==> src/inc/afsm_pkg.sv <==
/*
 * Package for the amplifier fault-status monitor: condition codes, mode-select
 * drive values, synchroniser depth and the carried status struct.
 * Assumes one 250 MHz clock and synchronous active-high reset.
 */
package afsm_pkg;

    // Decoded output-stage condition
    typedef enum logic [1:0] {
        AFSM_NORMAL  = 2'h0,
        AFSM_WARNING = 2'h1,
        AFSM_ERROR   = 2'h2,
        AFSM_UVLO    = 2'h3
    } afsm_cond_type;

    // Synchroniser depth, least two stages
    localparam int AFSM_SYNC_STAGES = 2;
    // Mode-select level selecting back-end auto-recovery
    localparam logic AFSM_MODE_SEL_LEVEL = 1'h0;
    // Reset values of synchronised lines: inactive high
    localparam logic AFSM_LINE_IDLE = 1'h1;
    // Bit positions inside the sampled line pair
    localparam int AFSM_BIT_WARN = 0;
    localparam int AFSM_BIT_SHUT = 1;

    // Status carried to the user side
    typedef struct packed {
        afsm_cond_type cond;        // Decoded condition
        logic          recovered;   // Pulse: shutdown released
        logic          faultEvent;  // Pulse: shutdown newly asserted
    } afsm_status_type;

endpackage : afsm_pkg

==> src/design/afsm_monitor.sv <==
/*
 * Fault-status monitor for an amplifier output stage. Samples the wired-OR
 * open-drain warning and shutdown lines, decodes the condition and flags
 * shutdown edges as fault and recovery events.
 * Assumes pull-ups on both lines; stages run in auto-recovery mode.
 */
`timescale 1ns/10ps
module afsm_monitor #(
    parameter int SYNC_STAGES = afsm_pkg::AFSM_SYNC_STAGES
) (
    input  wire logic                 sys_clk,
    input  wire logic                 rst,
    input  wire logic                 clkEn,
    input  wire logic                 overtemp_warning_n,
    input  wire logic                 shutdown_fault_n,
    output logic                      stage_mode_sel0,
    output logic                      stage_mode_sel1,
    output logic                      stage_mode_sel2,
    output afsm_pkg::afsm_status_type status,
    output logic                      statusValid
);
    // Refuse a depth the 2-bit warm-up counter cannot serve
    if (SYNC_STAGES < 2 || SYNC_STAGES > 4) begin : gBadDepth
        $error("afsm_monitor: SYNC_STAGES outside 2 to 4");
    end

    // Decode of the two active-low lines
    function automatic afsm_pkg::afsm_cond_type decodeCond(
        input logic warnN,
        input logic shutN
    );
        afsm_pkg::afsm_cond_type c;
        c = afsm_pkg::AFSM_NORMAL;
        case ({warnN, shutN})
            2'h0:    c = afsm_pkg::AFSM_ERROR;
            2'h1:    c = afsm_pkg::AFSM_WARNING;
            2'h2:    c = afsm_pkg::AFSM_UVLO;
            default: c = afsm_pkg::AFSM_NORMAL;
        endcase
        return c;
    endfunction : decodeCond

    // Synchroniser warm-up states
    typedef enum logic [1:0] {
        WARMUP,
        RUNNING
    } afsm_phase_type;

    typedef struct packed {
        afsm_phase_type            phase;    // Warm-up or running
        logic [1:0]                fill;     // Warm-up cycle count
        logic                      shutPrev; // Previous shutdown level
        afsm_pkg::afsm_status_type stat;     // Reported status
        logic                      valid;    // Status is trustworthy
    } afsm_state_type;

    afsm_state_type state_q;   // Registered state
    afsm_state_type state_d;   // Next state

    logic [1:0] lineSync;      // Synchronised lines

    // One synchroniser per open-drain line; pull-up idle is high
    genvar g;
    generate
        for (g = 0; g < 2; g++) begin : gSync
            afsm_sync #(
                .STAGES    (SYNC_STAGES),
                .RESET_VAL (afsm_pkg::AFSM_LINE_IDLE)
            ) uSync (
                .sys_clk (sys_clk),
                .rst     (rst),
                .clkEn   (clkEn),
                .asyncIn ((g == afsm_pkg::AFSM_BIT_WARN) ?
                          overtemp_warning_n : shutdown_fault_n),
                .syncOut (lineSync[g])
            );
        end
    endgenerate

    // Next-state logic
    always_comb begin
        state_d = state_q;
        state_d.stat.recovered  = 1'h0;
        state_d.stat.faultEvent = 1'h0;
        if (clkEn) begin
            state_d.shutPrev = lineSync[afsm_pkg::AFSM_BIT_SHUT];
            // Decode each enabled cycle from synchronised lines only
            state_d.stat.cond = decodeCond(
                lineSync[afsm_pkg::AFSM_BIT_WARN],
                lineSync[afsm_pkg::AFSM_BIT_SHUT]);
            case (state_q.phase)
                // Wait until reset values have flushed out
                WARMUP: begin
                    state_d.fill = state_q.fill + 2'h1;
                    if (state_q.fill == 2'(SYNC_STAGES - 1)) begin
                        state_d.phase = RUNNING;
                        state_d.valid = 1'h1;
                    end
                end
                // Shutdown edges: fault then self-restart
                RUNNING: begin
                    if (state_q.shutPrev &&
                        !lineSync[afsm_pkg::AFSM_BIT_SHUT]) begin
                        state_d.stat.faultEvent = 1'h1;
                    end
                    if (!state_q.shutPrev &&
                        lineSync[afsm_pkg::AFSM_BIT_SHUT]) begin
                        state_d.stat.recovered = 1'h1;
                    end
                end
                default: begin
                    state_d.phase = WARMUP;
                end
            endcase
        end
    end

    // State register
    always_ff @(posedge sys_clk) begin
        if (rst) begin
            state_q <= '{phase: WARMUP, fill: 2'h0,
                         shutPrev: afsm_pkg::AFSM_LINE_IDLE,
                         stat: '{cond: afsm_pkg::AFSM_NORMAL,
                                 recovered: 1'h0, faultEvent: 1'h0},
                         valid: 1'h0};
        end else begin
            state_q <= state_d;
        end
    end

    // Auto-recovery mode: all selects low, constant
    assign stage_mode_sel0 = afsm_pkg::AFSM_MODE_SEL_LEVEL;
    assign stage_mode_sel1 = afsm_pkg::AFSM_MODE_SEL_LEVEL;
    assign stage_mode_sel2 = afsm_pkg::AFSM_MODE_SEL_LEVEL;
    assign status          = state_q.stat;
    assign statusValid     = state_q.valid;

    // Both lines low decode to error one cycle later
    a_error_decode: assert property (
        @(posedge sys_clk) disable iff (rst)
        clkEn && !lineSync[0] && !lineSync[1]
        |=> status.cond == afsm_pkg::AFSM_ERROR)
        else $error("error not decoded");

    // Warning low alone decodes to warning
    a_warn_decode: assert property (
        @(posedge sys_clk) disable iff (rst)
        clkEn && !lineSync[0] && lineSync[1]
        |=> status.cond == afsm_pkg::AFSM_WARNING)
        else $error("warning not decoded");

    // Shutdown low alone decodes to undervoltage or current error
    a_uvlo_decode: assert property (
        @(posedge sys_clk) disable iff (rst)
        clkEn && lineSync[0] && !lineSync[1]
        |=> status.cond == afsm_pkg::AFSM_UVLO)
        else $error("undervoltage not decoded");

    // Both lines high decode to normal
    a_normal_decode: assert property (
        @(posedge sys_clk) disable iff (rst)
        clkEn && lineSync[0] && lineSync[1]
        |=> status.cond == afsm_pkg::AFSM_NORMAL)
        else $error("normal not decoded");

    // Mode selects stay low, reset or not
    a_mode_low: assert property (
        @(posedge sys_clk)
        !stage_mode_sel0 && !stage_mode_sel1 && !stage_mode_sel2)
        else $error("mode select not low");

    // Recovery only when running, with shutdown released
    a_recover_pulse: assert property (
        @(posedge sys_clk) disable iff (rst)
        status.recovered |-> $past(statusValid)
        && status.cond != afsm_pkg::AFSM_ERROR
        && status.cond != afsm_pkg::AFSM_UVLO)
        else $error("recovery without shutdown release");

    // Recovery pulse follows a rising synchronised shutdown
    a_recover_edge: assert property (
        @(posedge sys_clk) disable iff (rst)
        status.recovered |-> $past(lineSync[1]) && !$past(state_q.shutPrev))
        else $error("recovery without rising shutdown");

    // One shutdown edge can never give both pulses
    a_pulse_apart: assert property (
        @(posedge sys_clk) disable iff (rst)
        !(status.faultEvent && status.recovered))
        else $error("fault and recovery together");

    // Reset values still in the chain must not raise edge pulses
    a_warmup_quiet: assert property (
        @(posedge sys_clk) disable iff (rst)
        !statusValid |-> !status.faultEvent && !status.recovered)
        else $error("edge reported during warm-up");

    // Valid stays up until the next reset
    a_valid_hold: assert property (
        @(posedge sys_clk) disable iff (rst)
        statusValid |=> statusValid)
        else $error("status valid dropped");

    // Low clock enable freezes the reported condition
    a_freeze_cond: assert property (
        @(posedge sys_clk) disable iff (rst)
        !clkEn |=> $stable(status.cond))
        else $error("condition moved while frozen");

    // Pins low three enabled cycles reach error on time (two stages)
    a_sync_latency: assert property (
        @(posedge sys_clk) disable iff (rst)
        (clkEn && !overtemp_warning_n && !shutdown_fault_n) [*3]
        |=> status.cond == afsm_pkg::AFSM_ERROR)
        else $error("synchronised decode late");

    // Shutdown pin low alone, three enabled cycles, reaches undervoltage
    a_uvlo_latency: assert property (
        @(posedge sys_clk) disable iff (rst)
        (clkEn && overtemp_warning_n && !shutdown_fault_n) [*3]
        |=> status.cond == afsm_pkg::AFSM_UVLO)
        else $error("undervoltage decode late");

    // Fault pulse follows a falling synchronised shutdown
    a_fault_pulse: assert property (
        @(posedge sys_clk) disable iff (rst)
        status.faultEvent |-> !$past(lineSync[1]) && $past(state_q.shutPrev))
        else $error("fault event without falling shutdown");
endmodule : afsm_monitor

==> src/design/afsm_sync.sv <==
/*
 * Multi-stage level synchroniser with clock enable.
 * Assumes the input is asynchronous; only the last stage is read outside.
 */
`timescale 1ns/10ps
module afsm_sync #(
    parameter int   STAGES    = 2,
    parameter logic RESET_VAL = 1'h1
) (
    input  wire logic sys_clk,
    input  wire logic rst,
    input  wire logic clkEn,
    input  wire logic asyncIn,
    output logic      syncOut
);
    // Refuse too shallow a chain at elaboration
    if (STAGES < 2) begin : gBadDepth
        $error("afsm_sync: STAGES below 2");
    end

    typedef struct packed {
        logic [STAGES-1:0] chain;   // Shift chain
    } afsm_sync_state_type;

    afsm_sync_state_type state_q;   // Registered chain
    afsm_sync_state_type state_d;   // Next chain

    // Shift in a new sample each enabled cycle
    always_comb begin
        state_d = state_q;
        if (clkEn) begin
            state_d.chain = {state_q.chain[STAGES-2:0], asyncIn};
        end
    end

    // Register, reset to idle level
    always_ff @(posedge sys_clk) begin
        if (rst) begin
            state_q <= '{chain: {STAGES{RESET_VAL}}};
        end else begin
            state_q <= state_d;
        end
    end

    assign syncOut = state_q.chain[STAGES-1];
endmodule : afsm_sync

==> config.mk <==
export PLATFORM = sky130hd
export DESIGN_NAME = afsm_monitor
export DESIGN_NICKNAME = d
export VERILOG_FILES = /design/src/inc/afsm_pkg.sv /design/src/design/afsm_monitor.sv /design/src/design/afsm_sync.sv
export SDC_FILE = /design/constraint.sdc
export NUM_CORES = 1
export LEC_CHECK = 0
export BUFFER_PORTS_ARGS = -buffer_cell sky130_fd_sc_hd__buf_2
export CELL_PAD_IN_SITES_DETAIL_PLACEMENT = 1
export CELL_PAD_IN_SITES_GLOBAL_PLACEMENT = 1
export CORE_UTILIZATION = 37
export CTS_CLUSTER_SIZE = 10
export DETAILED_ROUTE_END_ITERATION = 7
export PLACE_DENSITY_LB_ADDON = 0.12
export SYNTH_ARGS = -nofsm -noshare
export SYNTH_HDL_FRONTEND = slang
export SYNTH_SLANG_ARGS = --single-unit
==> constraint.sdc <==
create_clock -name sys_clk -period 1.4 [get_ports sys_clk]
set_clock_uncertainty 0.05 [all_clocks]
set_input_delay 0.28 -clock sys_clk [delete_from_list [all_inputs] [get_ports sys_clk]]
set_output_delay 0.28 -clock sys_clk [all_outputs]
set_load 0.1 [all_outputs]
# == Yosys cells after proc, flatten, opt, wreduce, memory -nomap -nowiden ==
# Index checks and enable logic that the tools add are counted.
# word_totals
register_bits,14
input_bits,5
out_inout_bits,8
word_cells,32
# op_classes
n_addsub,1
eq_ne,5
muxes,5
n_bitwise,2
reduce_logical,10
# op_table
cell,n
"== test 2 x 1 -> 1 bit, second input constant",3
one-hot mux 2 bit (3 select lines),1
AND reduction 3 bit,2
zero test 2 bit,2
one-hot mux 2 bit (2 select lines),1
OR reduction 3 bit,1
"adder 2 x 1 -> 2 bit, second input constant",1
"== test 2 bit, second input constant",1
logical AND 1 bit,2
zero test 1 bit,2
two-way mux 1 bit,2
two-way mux 2 bit,1
"inequality test 2 bit, second input constant",1
NOT 1 bit,2
AND reduction 2 bit,1

# == Longest topological paths before layout ==
# Gate-level depths: netlist of the first run.
# depth
depth_word,3
depth_mapped,4
depth_no_buf,4

# == Hierarchy ==
# From an unflattened synthesis of the first run, not the netlist that was laid out.
# hier_totals
cells_unflattened,58
hier_area_um2,581.8
# by_module_without_submodules
mod,instances,cells_each,area_per_inst_um2,seq_area_each_um2
afsm_monitor,1,46,441.7,180.2
afsm_sync,2,6,70.1,40.0

# == Worst setup path after synthesis of the first run ==
# Ideal clock, no wire load.
# synth_path
kind,flip-flop to output port
start,reg state_q (netlist bit statusValid)
end,out statusValid
arrival_ns,0.925
path_slack_ns,0.145
stages_incl_launch_ff,1
path_cell_list,dfxtp_1
# synth_lines
element,line,text
from (decl),afsm_monitor.sv:57,afsm_state_type state_q;
from (signal assigned),afsm_monitor.sv:121,"state_q <= '{phase: WARMUP, fill: 2'h0,"
from (signal assigned),afsm_monitor.sv:127,state_q <= state_d;
to (decl),afsm_monitor.sv:20,output logic statusValid
# No word-level cell between the ends.

# == Worst setup path in the final report of the first run ==
# layout_path
start,reg state_q (netlist bit status[2])
end,out status[2] in the netlist's numbering
# layout_lines
element,line,text
to (decl),afsm_monitor.sv:19,"output afsm_pkg::afsm_status_type status,"
# No word-level cell between the ends.

==> summary.md, run 1 <==
| Metric | Value |
|---|---|
| Drt first pass iters | `3` |
| Antenna Nets Post-Route | `0` |
| CTS tree | `done` |
| Initial Util | `41.7%` |
| Vias per std cell | `4.69` |
| Clk_lat worst skew | `0.27 ns` |
| Hold Buf Count CTS | `0` |
| First-pass GRT wire length | `1.44 mm` |
| Final Cycle Share | `97.0%` |
| Syn Area/Cell | `9.88 um^2` |
| Die W | `41.0 um` |
| Leading area contributor after synthesis | `dfxtp_1` |
| EDFF count, synth | `0` |
| Wire length per cell | `11.2 um` |
| Post-synthesis cell type count | `18` |
| I/O Pins | `13` |
| Top cell type's share of synthesized area | `46.2%` |
| CP endpoint | `status[2]` |
| Fmax | `0.736 GHz` |
| Total clock sinks | `13` |
| Status | `finished clean` |
| Vias in the first global route | `326` |
| Worst hold path type | `input port to flip-flop` |
| Hold_sp | `overtemp_warning_n` |
| Fin nets | `74` |
| Finished Core Util | `46.3%` |
| Yosys Warn Count | `0` |
| FF-to-FF End | `state_q[6]` |
| Synthesis-to-layout area growth | `11.1%` |
| Initial DRC Count | `6` |
| WP data required | `1.07 ns` |
| Ys flop type | `dfxtp_1` |
| Post-route DRC | `0` |
| Most frequent cells after synthesis | `13 x dfxtp_1, 8 x buf_4, 6 x nor2_1, 5 x nand2_1` |
| Die area | `1680 um^2` |
| Post-synthesis sequential area ratio | `46.2%` |
| Total GRT Usage | `13.5%` |
| Final-report hold violation count | `0` |
| Cell Chain, Critical Path | `buf_2` |
| Pwr/cell area | `1300 nW/um^2` |
| Dpl hpwl | `639 um` |
| CP Buf/Inv Count | `1` |
| R2R setup slack | `0.32 ns` |
| Routability cong. | `0.622` |
| Fin Setup TNS | `0 ns` |
| I/O Buffers | `9` |
| Max cap viols | `0` |
| Clock Path Buffers | `2` |
| R2R cell count | `2` |
| CP delay by family, top | `buffers and inverters` |
| # setup viols final | `0` |
| Post-synthesis register bit count | `13` |
| LEAKAGE | `0.000316 uW` |
| CP startpoint kind | `flip-flop` |
| FF-to-FF Start | `state_q[8]` |
| Antenna violations before repair | `0` |
| Worst endpoint data arrival time | `1.03 ns` |
| Peak fanout along the critical path | `2` |
| Top-count cell post-synth | `dfxtp_1` |
| Number of inserted diodes | `0` |
| Chip Height | `41.0 um` |
| Clk root buf | `clkbuf_4` |
| Share of layout cells above drive strength 1 | `21.5%` |
| CTS Buf Count | `3` |
| Synth top area cells | `dfxtp_1 46%, buf_4 11%, mux2i_1 7.1%` |
| Pin count of the biggest net entering global routing | `14` |
| CP Capture Type | `output port` |
| Rows | `13` |
| Via count of the routed design | `375` |
| Crit Path Class | `flip-flop to output port` |
| Total grt overflow | `0` |
| Critical path depth | `1` |
| RSZ-0062 raised after global routing | `no` |
| VDD IR-drop max | `0.725 mV` |
| Fin. max-slew vios | `0` |
| Slowest stage delay, CP | `0.42 ns` |
| Mapped Cells | `57` |
| Slowest CP cell | `buf_2` |
| Post-Route WL | `897 um` |
| Worst Setup SP | `status[2]` |
| Area of the core | `1350 um^2` |
| Clock transition at the registers of the reported paths | `0.08 ns` |
| Ys async rst share | `0%` |
| H-tree depth | `1` |
| Fin crit period | `1.36 ns` |
| Mapped cell area | `563 um^2` |
[how the worst min path moves through the flow]
stage	end	slack [ns]	cells after the start
detailed placement	status[1]	0.39	1
global route	gSync[0].uSync.state_q[0]	0.19	3
floorplan	state_q[8]	0.30	1
CTS	gSync[1].uSync.state_q[0]	0.17	3
finish	gSync[0].uSync.state_q[0]	0.18	3
global placement	status[0]	0.38	1
[cell usage in the layout, fill, tap and decap left out, drive strengths merged, types with 3 or more instances in the layout]
cell type	instances
dfxtp	13
buf	9
nor2	6
nand2	5
clkbuf	5
inv	4
mux2i	4
ha	3
conb	3
[cells by family (layout without fill, tap and decap cells)]
group | after synthesis | in the layout | synth area share [%]
AOI/OAI and AO/OA | 6 | 6 | 8.44
adders and majority gates | 3 | 3 | 6.67
buffers and inverters | 12 | 18 | 13.3
DFF | 13 | 13 | 46.2
muxes | 5 | 5 | 9.78
other | 1 | 3 | 0.666
and+or+nand+nor | 17 | 17 | 14.9
[per-stage QoR]
| stage | hold WS, ns | instance area (um^2) | total power, uW | std cells | setup WS (ns) |
|---|---|---|---|---|---|
| floorplan | 0.302 | 571 | 565 | 59 | 0.145 |
| global placement | 0.384 | 597 | 589 | 76 | 0.330 |
| detailed placement | 0.390 | 597 | 592 | 76 | 0.326 |
| CTS | 0.170 | 623 | 824 | 80 | 0.0294 |
| global route | 0.186 | 626 | 857 | 80 | 0.00671 |
| finish | 0.177 | 626 | 812 | 80 | 0.0421 |
[per-layer routing]
metal / up-vias / track usage [%] / part of all wire (%)
met4: 0 / 7.50 / 1.1
met3: 2 / 3.26 / 4.8
met5: - / 0 / 0
met2: 9 / 18.8 / 41
li1: 195 / - / -
met1: 169 / 18.8 / 53
[cell type report]
class	count	area, um^2
fillers	169	724
flip-flops and latches	13	260
multi-input cells	34	235
repair buffers	10	70.1
clock buffers	4	26.3
well taps	15	18.8
inverters	4	15.0
[sequential cells by signal, indices dropped and copies added, names as in the netlist]
signal	count
gSync.uSync.state_q	4
state_q	4
status	4
statusValid	1
[where the power goes]
part | leakage, uW | switching, uW | total (uW) | internal (uW)
Sequential | 0.000107 | 15.6 | 409 | 393
Clock | 0.0000150 | 119 | 230 | 110
Combinational | 0.000194 | 122 | 174 | 51.8
Total | 0.000316 | 257 | 812 | 555
[repair_timing]
action,CTS,global route
gates resized for setup,0,1
buffers inserted,0,0
endpoints found under the setup margin,0,1
Note: power is estimated with default switching activity, not from simulation.
==> run 2, diff against run 1 <==
--- a/config.mk
+++ b/config.mk
@@ -12,6 +12,7 @@
 export CTS_CLUSTER_SIZE = 10
 export DETAILED_ROUTE_END_ITERATION = 7
 export PLACE_DENSITY_LB_ADDON = 0.12
+export RECOVER_POWER = 50
 export SYNTH_ARGS = -nofsm -noshare
 export SYNTH_HDL_FRONTEND = slang
 export SYNTH_SLANG_ARGS = --single-unit
==> run 2 against run 1 <==
  * Core utilization shrank 0.37 points
  * Sequential share of layout area grew 0.34 points
  * Global-route usage is the same
  * Combinational power is essentially flat
  * Total power shrank 0.25%
  * Die area is the same
  * Non-clock buffer count is the same
  * Critical path depth is the same
  * Maximum frequency is essentially flat
  * Critical endpoint unchanged
==> summary.md, run 2 (synthesized netlist as in run 1, its figures left out) <==
| Metric | Value |
|---|---|
| Status | `finished clean` |
| Hold_sp | `overtemp_warning_n` |
| Antenna Nets Post-Route | `0 (unchanged)` |
| Total GRT Usage | `13.5% (unchanged)` |
| Slowest CP cell | `buf_2` |
| Clock Path Buffers | `2 (unchanged)` |
| Worst slew pin tran | `0.628 ns` |
| Clock transition at the registers of the reported paths | `0.08 ns (about the same)` |
| Post-CTS sizing | `0 (unchanged)` |
| Peak fanout along the critical path | `2 (unchanged)` |
| Sw frac | `31.7% (+0.032 points)` |
| Initial DRC Count | `6 (unchanged)` |
| Worst Setup SP | `status[2]` |
| Final-report hold violation count | `0 (unchanged)` |
| CP Capture Type | `output port` |
| R2R setup slack | `0.32 ns (about the same)` |
| CP Buf/Inv Count | `1 (unchanged)` |
| CP startpoint kind | `flip-flop` |
| I/O Buffers | `9 (unchanged)` |
| Most frequent cells in the layout | `13 x dfxtp_1, 6 x nor2_1, 6 x buf_2` |
| Crit Path Class | `flip-flop to output port` |
| Initial Util | `41.7% (unchanged)` |
| Commonest non-fill, non-tap cell in the layout | `dfxtp_1` |
| Vias in the first global route | `326 (unchanged)` |
| Dpl hpwl | `639 um (unchanged)` |
| LEAKAGE | `0.000310 uW (-2.0%)` |
| Via count of the routed design | `375 (unchanged)` |
| # setup viols final | `0 (unchanged)` |
| Final Cycle Share | `97.0% (about the same)` |
| Number of inserted diodes | `0 (unchanged)` |
| Rows | `13 (unchanged)` |
| Wire length per cell | `11.1 um (-0.89%)` |
| Post-Route WL | `889 um (-0.89%)` |
| Relative slew slack | `58.1%` |
| Share of layout cells above drive strength 1 | `18.5% (-3.1 points)` |
| Worst hold path type | `input port to flip-flop` |
| Fin crit period | `1.36 ns (-0.000148 ns)` |
| FF-to-FF Start | `state_q[8]` |
| Worst endpoint data arrival time | `1.03 ns (about the same)` |
| Total grt overflow | `0 (unchanged)` |
| Slowest stage delay, CP | `0.42 ns (about the same)` |
| Clk_lat worst skew | `0.27 ns (about the same)` |
| I/O Pins | `13 (unchanged)` |
| R2R cell count | `2 (unchanged)` |
| Clk root buf | `clkbuf_4` |
| Area of the core | `1350 um^2 (unchanged)` |
| First-pass GRT wire length | `1.44 mm (unchanged)` |
| Die area | `1680 um^2 (unchanged)` |
| Fmax | `0.737 GHz (about the same)` |
| Cell Chain, Critical Path | `buf_2` |
| Vias per std cell | `4.69 (unchanged)` |
| CP delay by family, top | `buffers and inverters` |
| Drt first pass iters | `3 (unchanged)` |
| Hold Buf Count CTS | `0 (unchanged)` |
| CTS Buf Count | `3 (unchanged)` |
| VDD IR-drop max | `0.724 mV (about the same)` |
| Logic pwr share | `21.2% (-0.2 points)` |
| Fin. max-slew vios | `0 (unchanged)` |
| Die W | `41.0 um (unchanged)` |
| Routability cong. | `0.622 (unchanged)` |
| Fin nets | `74 (unchanged)` |
| FF-to-FF End | `state_q[6]` |
| Post-CTS Setup Bufs | `0 (unchanged)` |
| RSZ-0062 raised after global routing | `no` |
| Post-route DRC | `0 (unchanged)` |
| Pwr/cell area | `1310 nW/um^2 (+0.55%)` |
| Fin Setup TNS | `0 ns (unchanged)` |
| Critical path depth | `1 (unchanged)` |
| Finished Core Util | `46.0% (-0.37 points)` |
| Clk pwr share | `28.3% (about the same)` |
| Max cap viols | `0 (unchanged)` |
| Synthesis-to-layout area growth | `10.2%` |
| CTS tree | `done` |
| Antenna violations before repair | `0 (unchanged)` |
| H-tree depth | `1 (unchanged)` |
| Hold depth | `3 (unchanged)` |
| Chip Height | `41.0 um (unchanged)` |
| Total clock sinks | `13 (unchanged)` |
| Seq pwr share | `50.4% (about the same)` |
| Pin count of the biggest net entering global routing | `14 (unchanged)` |
| WHS Endpoint | `gSync[0].uSync.state_q[0]` |
| Psw | `257 uW (-0.15%)` |
| Internal cell power | `553 uW (-0.30%)` |
| WP data required | `1.07 ns (about the same)` |
run 2: cell count changes in the layout (fill, tap and decap cells not counted), sizes merged:
cell | previous run | this run
clkbuf | 5 | 7
buf | 9 | 7
run 2: worst max-delay path by stage:
stage                       end  slack (ns)
global route          status[2]       0.007
finish                status[2]        0.04
global placement      status[2]        0.33
detailed placement   state_q[6]        0.33
CTS                   status[3]        0.03
floorplan           statusValid        0.15
run 2: metal layers:
layer,up-vias,share of wire (%),global-route usage [%]
met5,-,0,0
met1,168,54,18.8
met2,9,40,18.8
met3,2,4.8,3.26
met4,0,1.1,7.50
li1,196,-,-
run 2: cell type report:
cell class / count / area [um^2]
sequential: 13 / 260
inverter: 4 / 15.0
fill: 170 / 729
tap: 15 / 18.8
multi-input combinational: 34 / 235
clock buffer: 4 / 26.3
timing repair buffer: 10 / 65.1
run 2: tightest hold or removal path: cells and delay by family:
| family | cells | cell delay [ns] |
|---|---|---|
| AND/OR/NAND/NOR | 1 | 0.06 |
| multiplexers | 1 | 0.05 |
| buffers and inverters | 1 | 0.07 |
run 2: power groups by stage:
stage          logic, uW  clock network, uW  registers [uW]
2_1_floorplan        135                  0             430
6_report             172                229             409
4_1_cts              174                241             409
3_5_place_dp         174                  0             418
3_3_place_gp         172                  0             417
5_1_grt              185                259             412
run 2: per-stage QoR:
step / hold slack [ns] / power [uW] / std cells / setup slack [ns] / area [um^2]
floorplan: 0.302 / 565 / 59 / 0.145 / 571
global placement: 0.384 / 589 / 76 / 0.330 / 597
detailed placement: 0.390 / 592 / 76 / 0.326 / 597
CTS: 0.170 / 824 / 80 / 0.0294 / 623
global route: 0.187 / 856 / 80 / 0.00671 / 621
finish: 0.178 / 810 / 80 / 0.0423 / 621
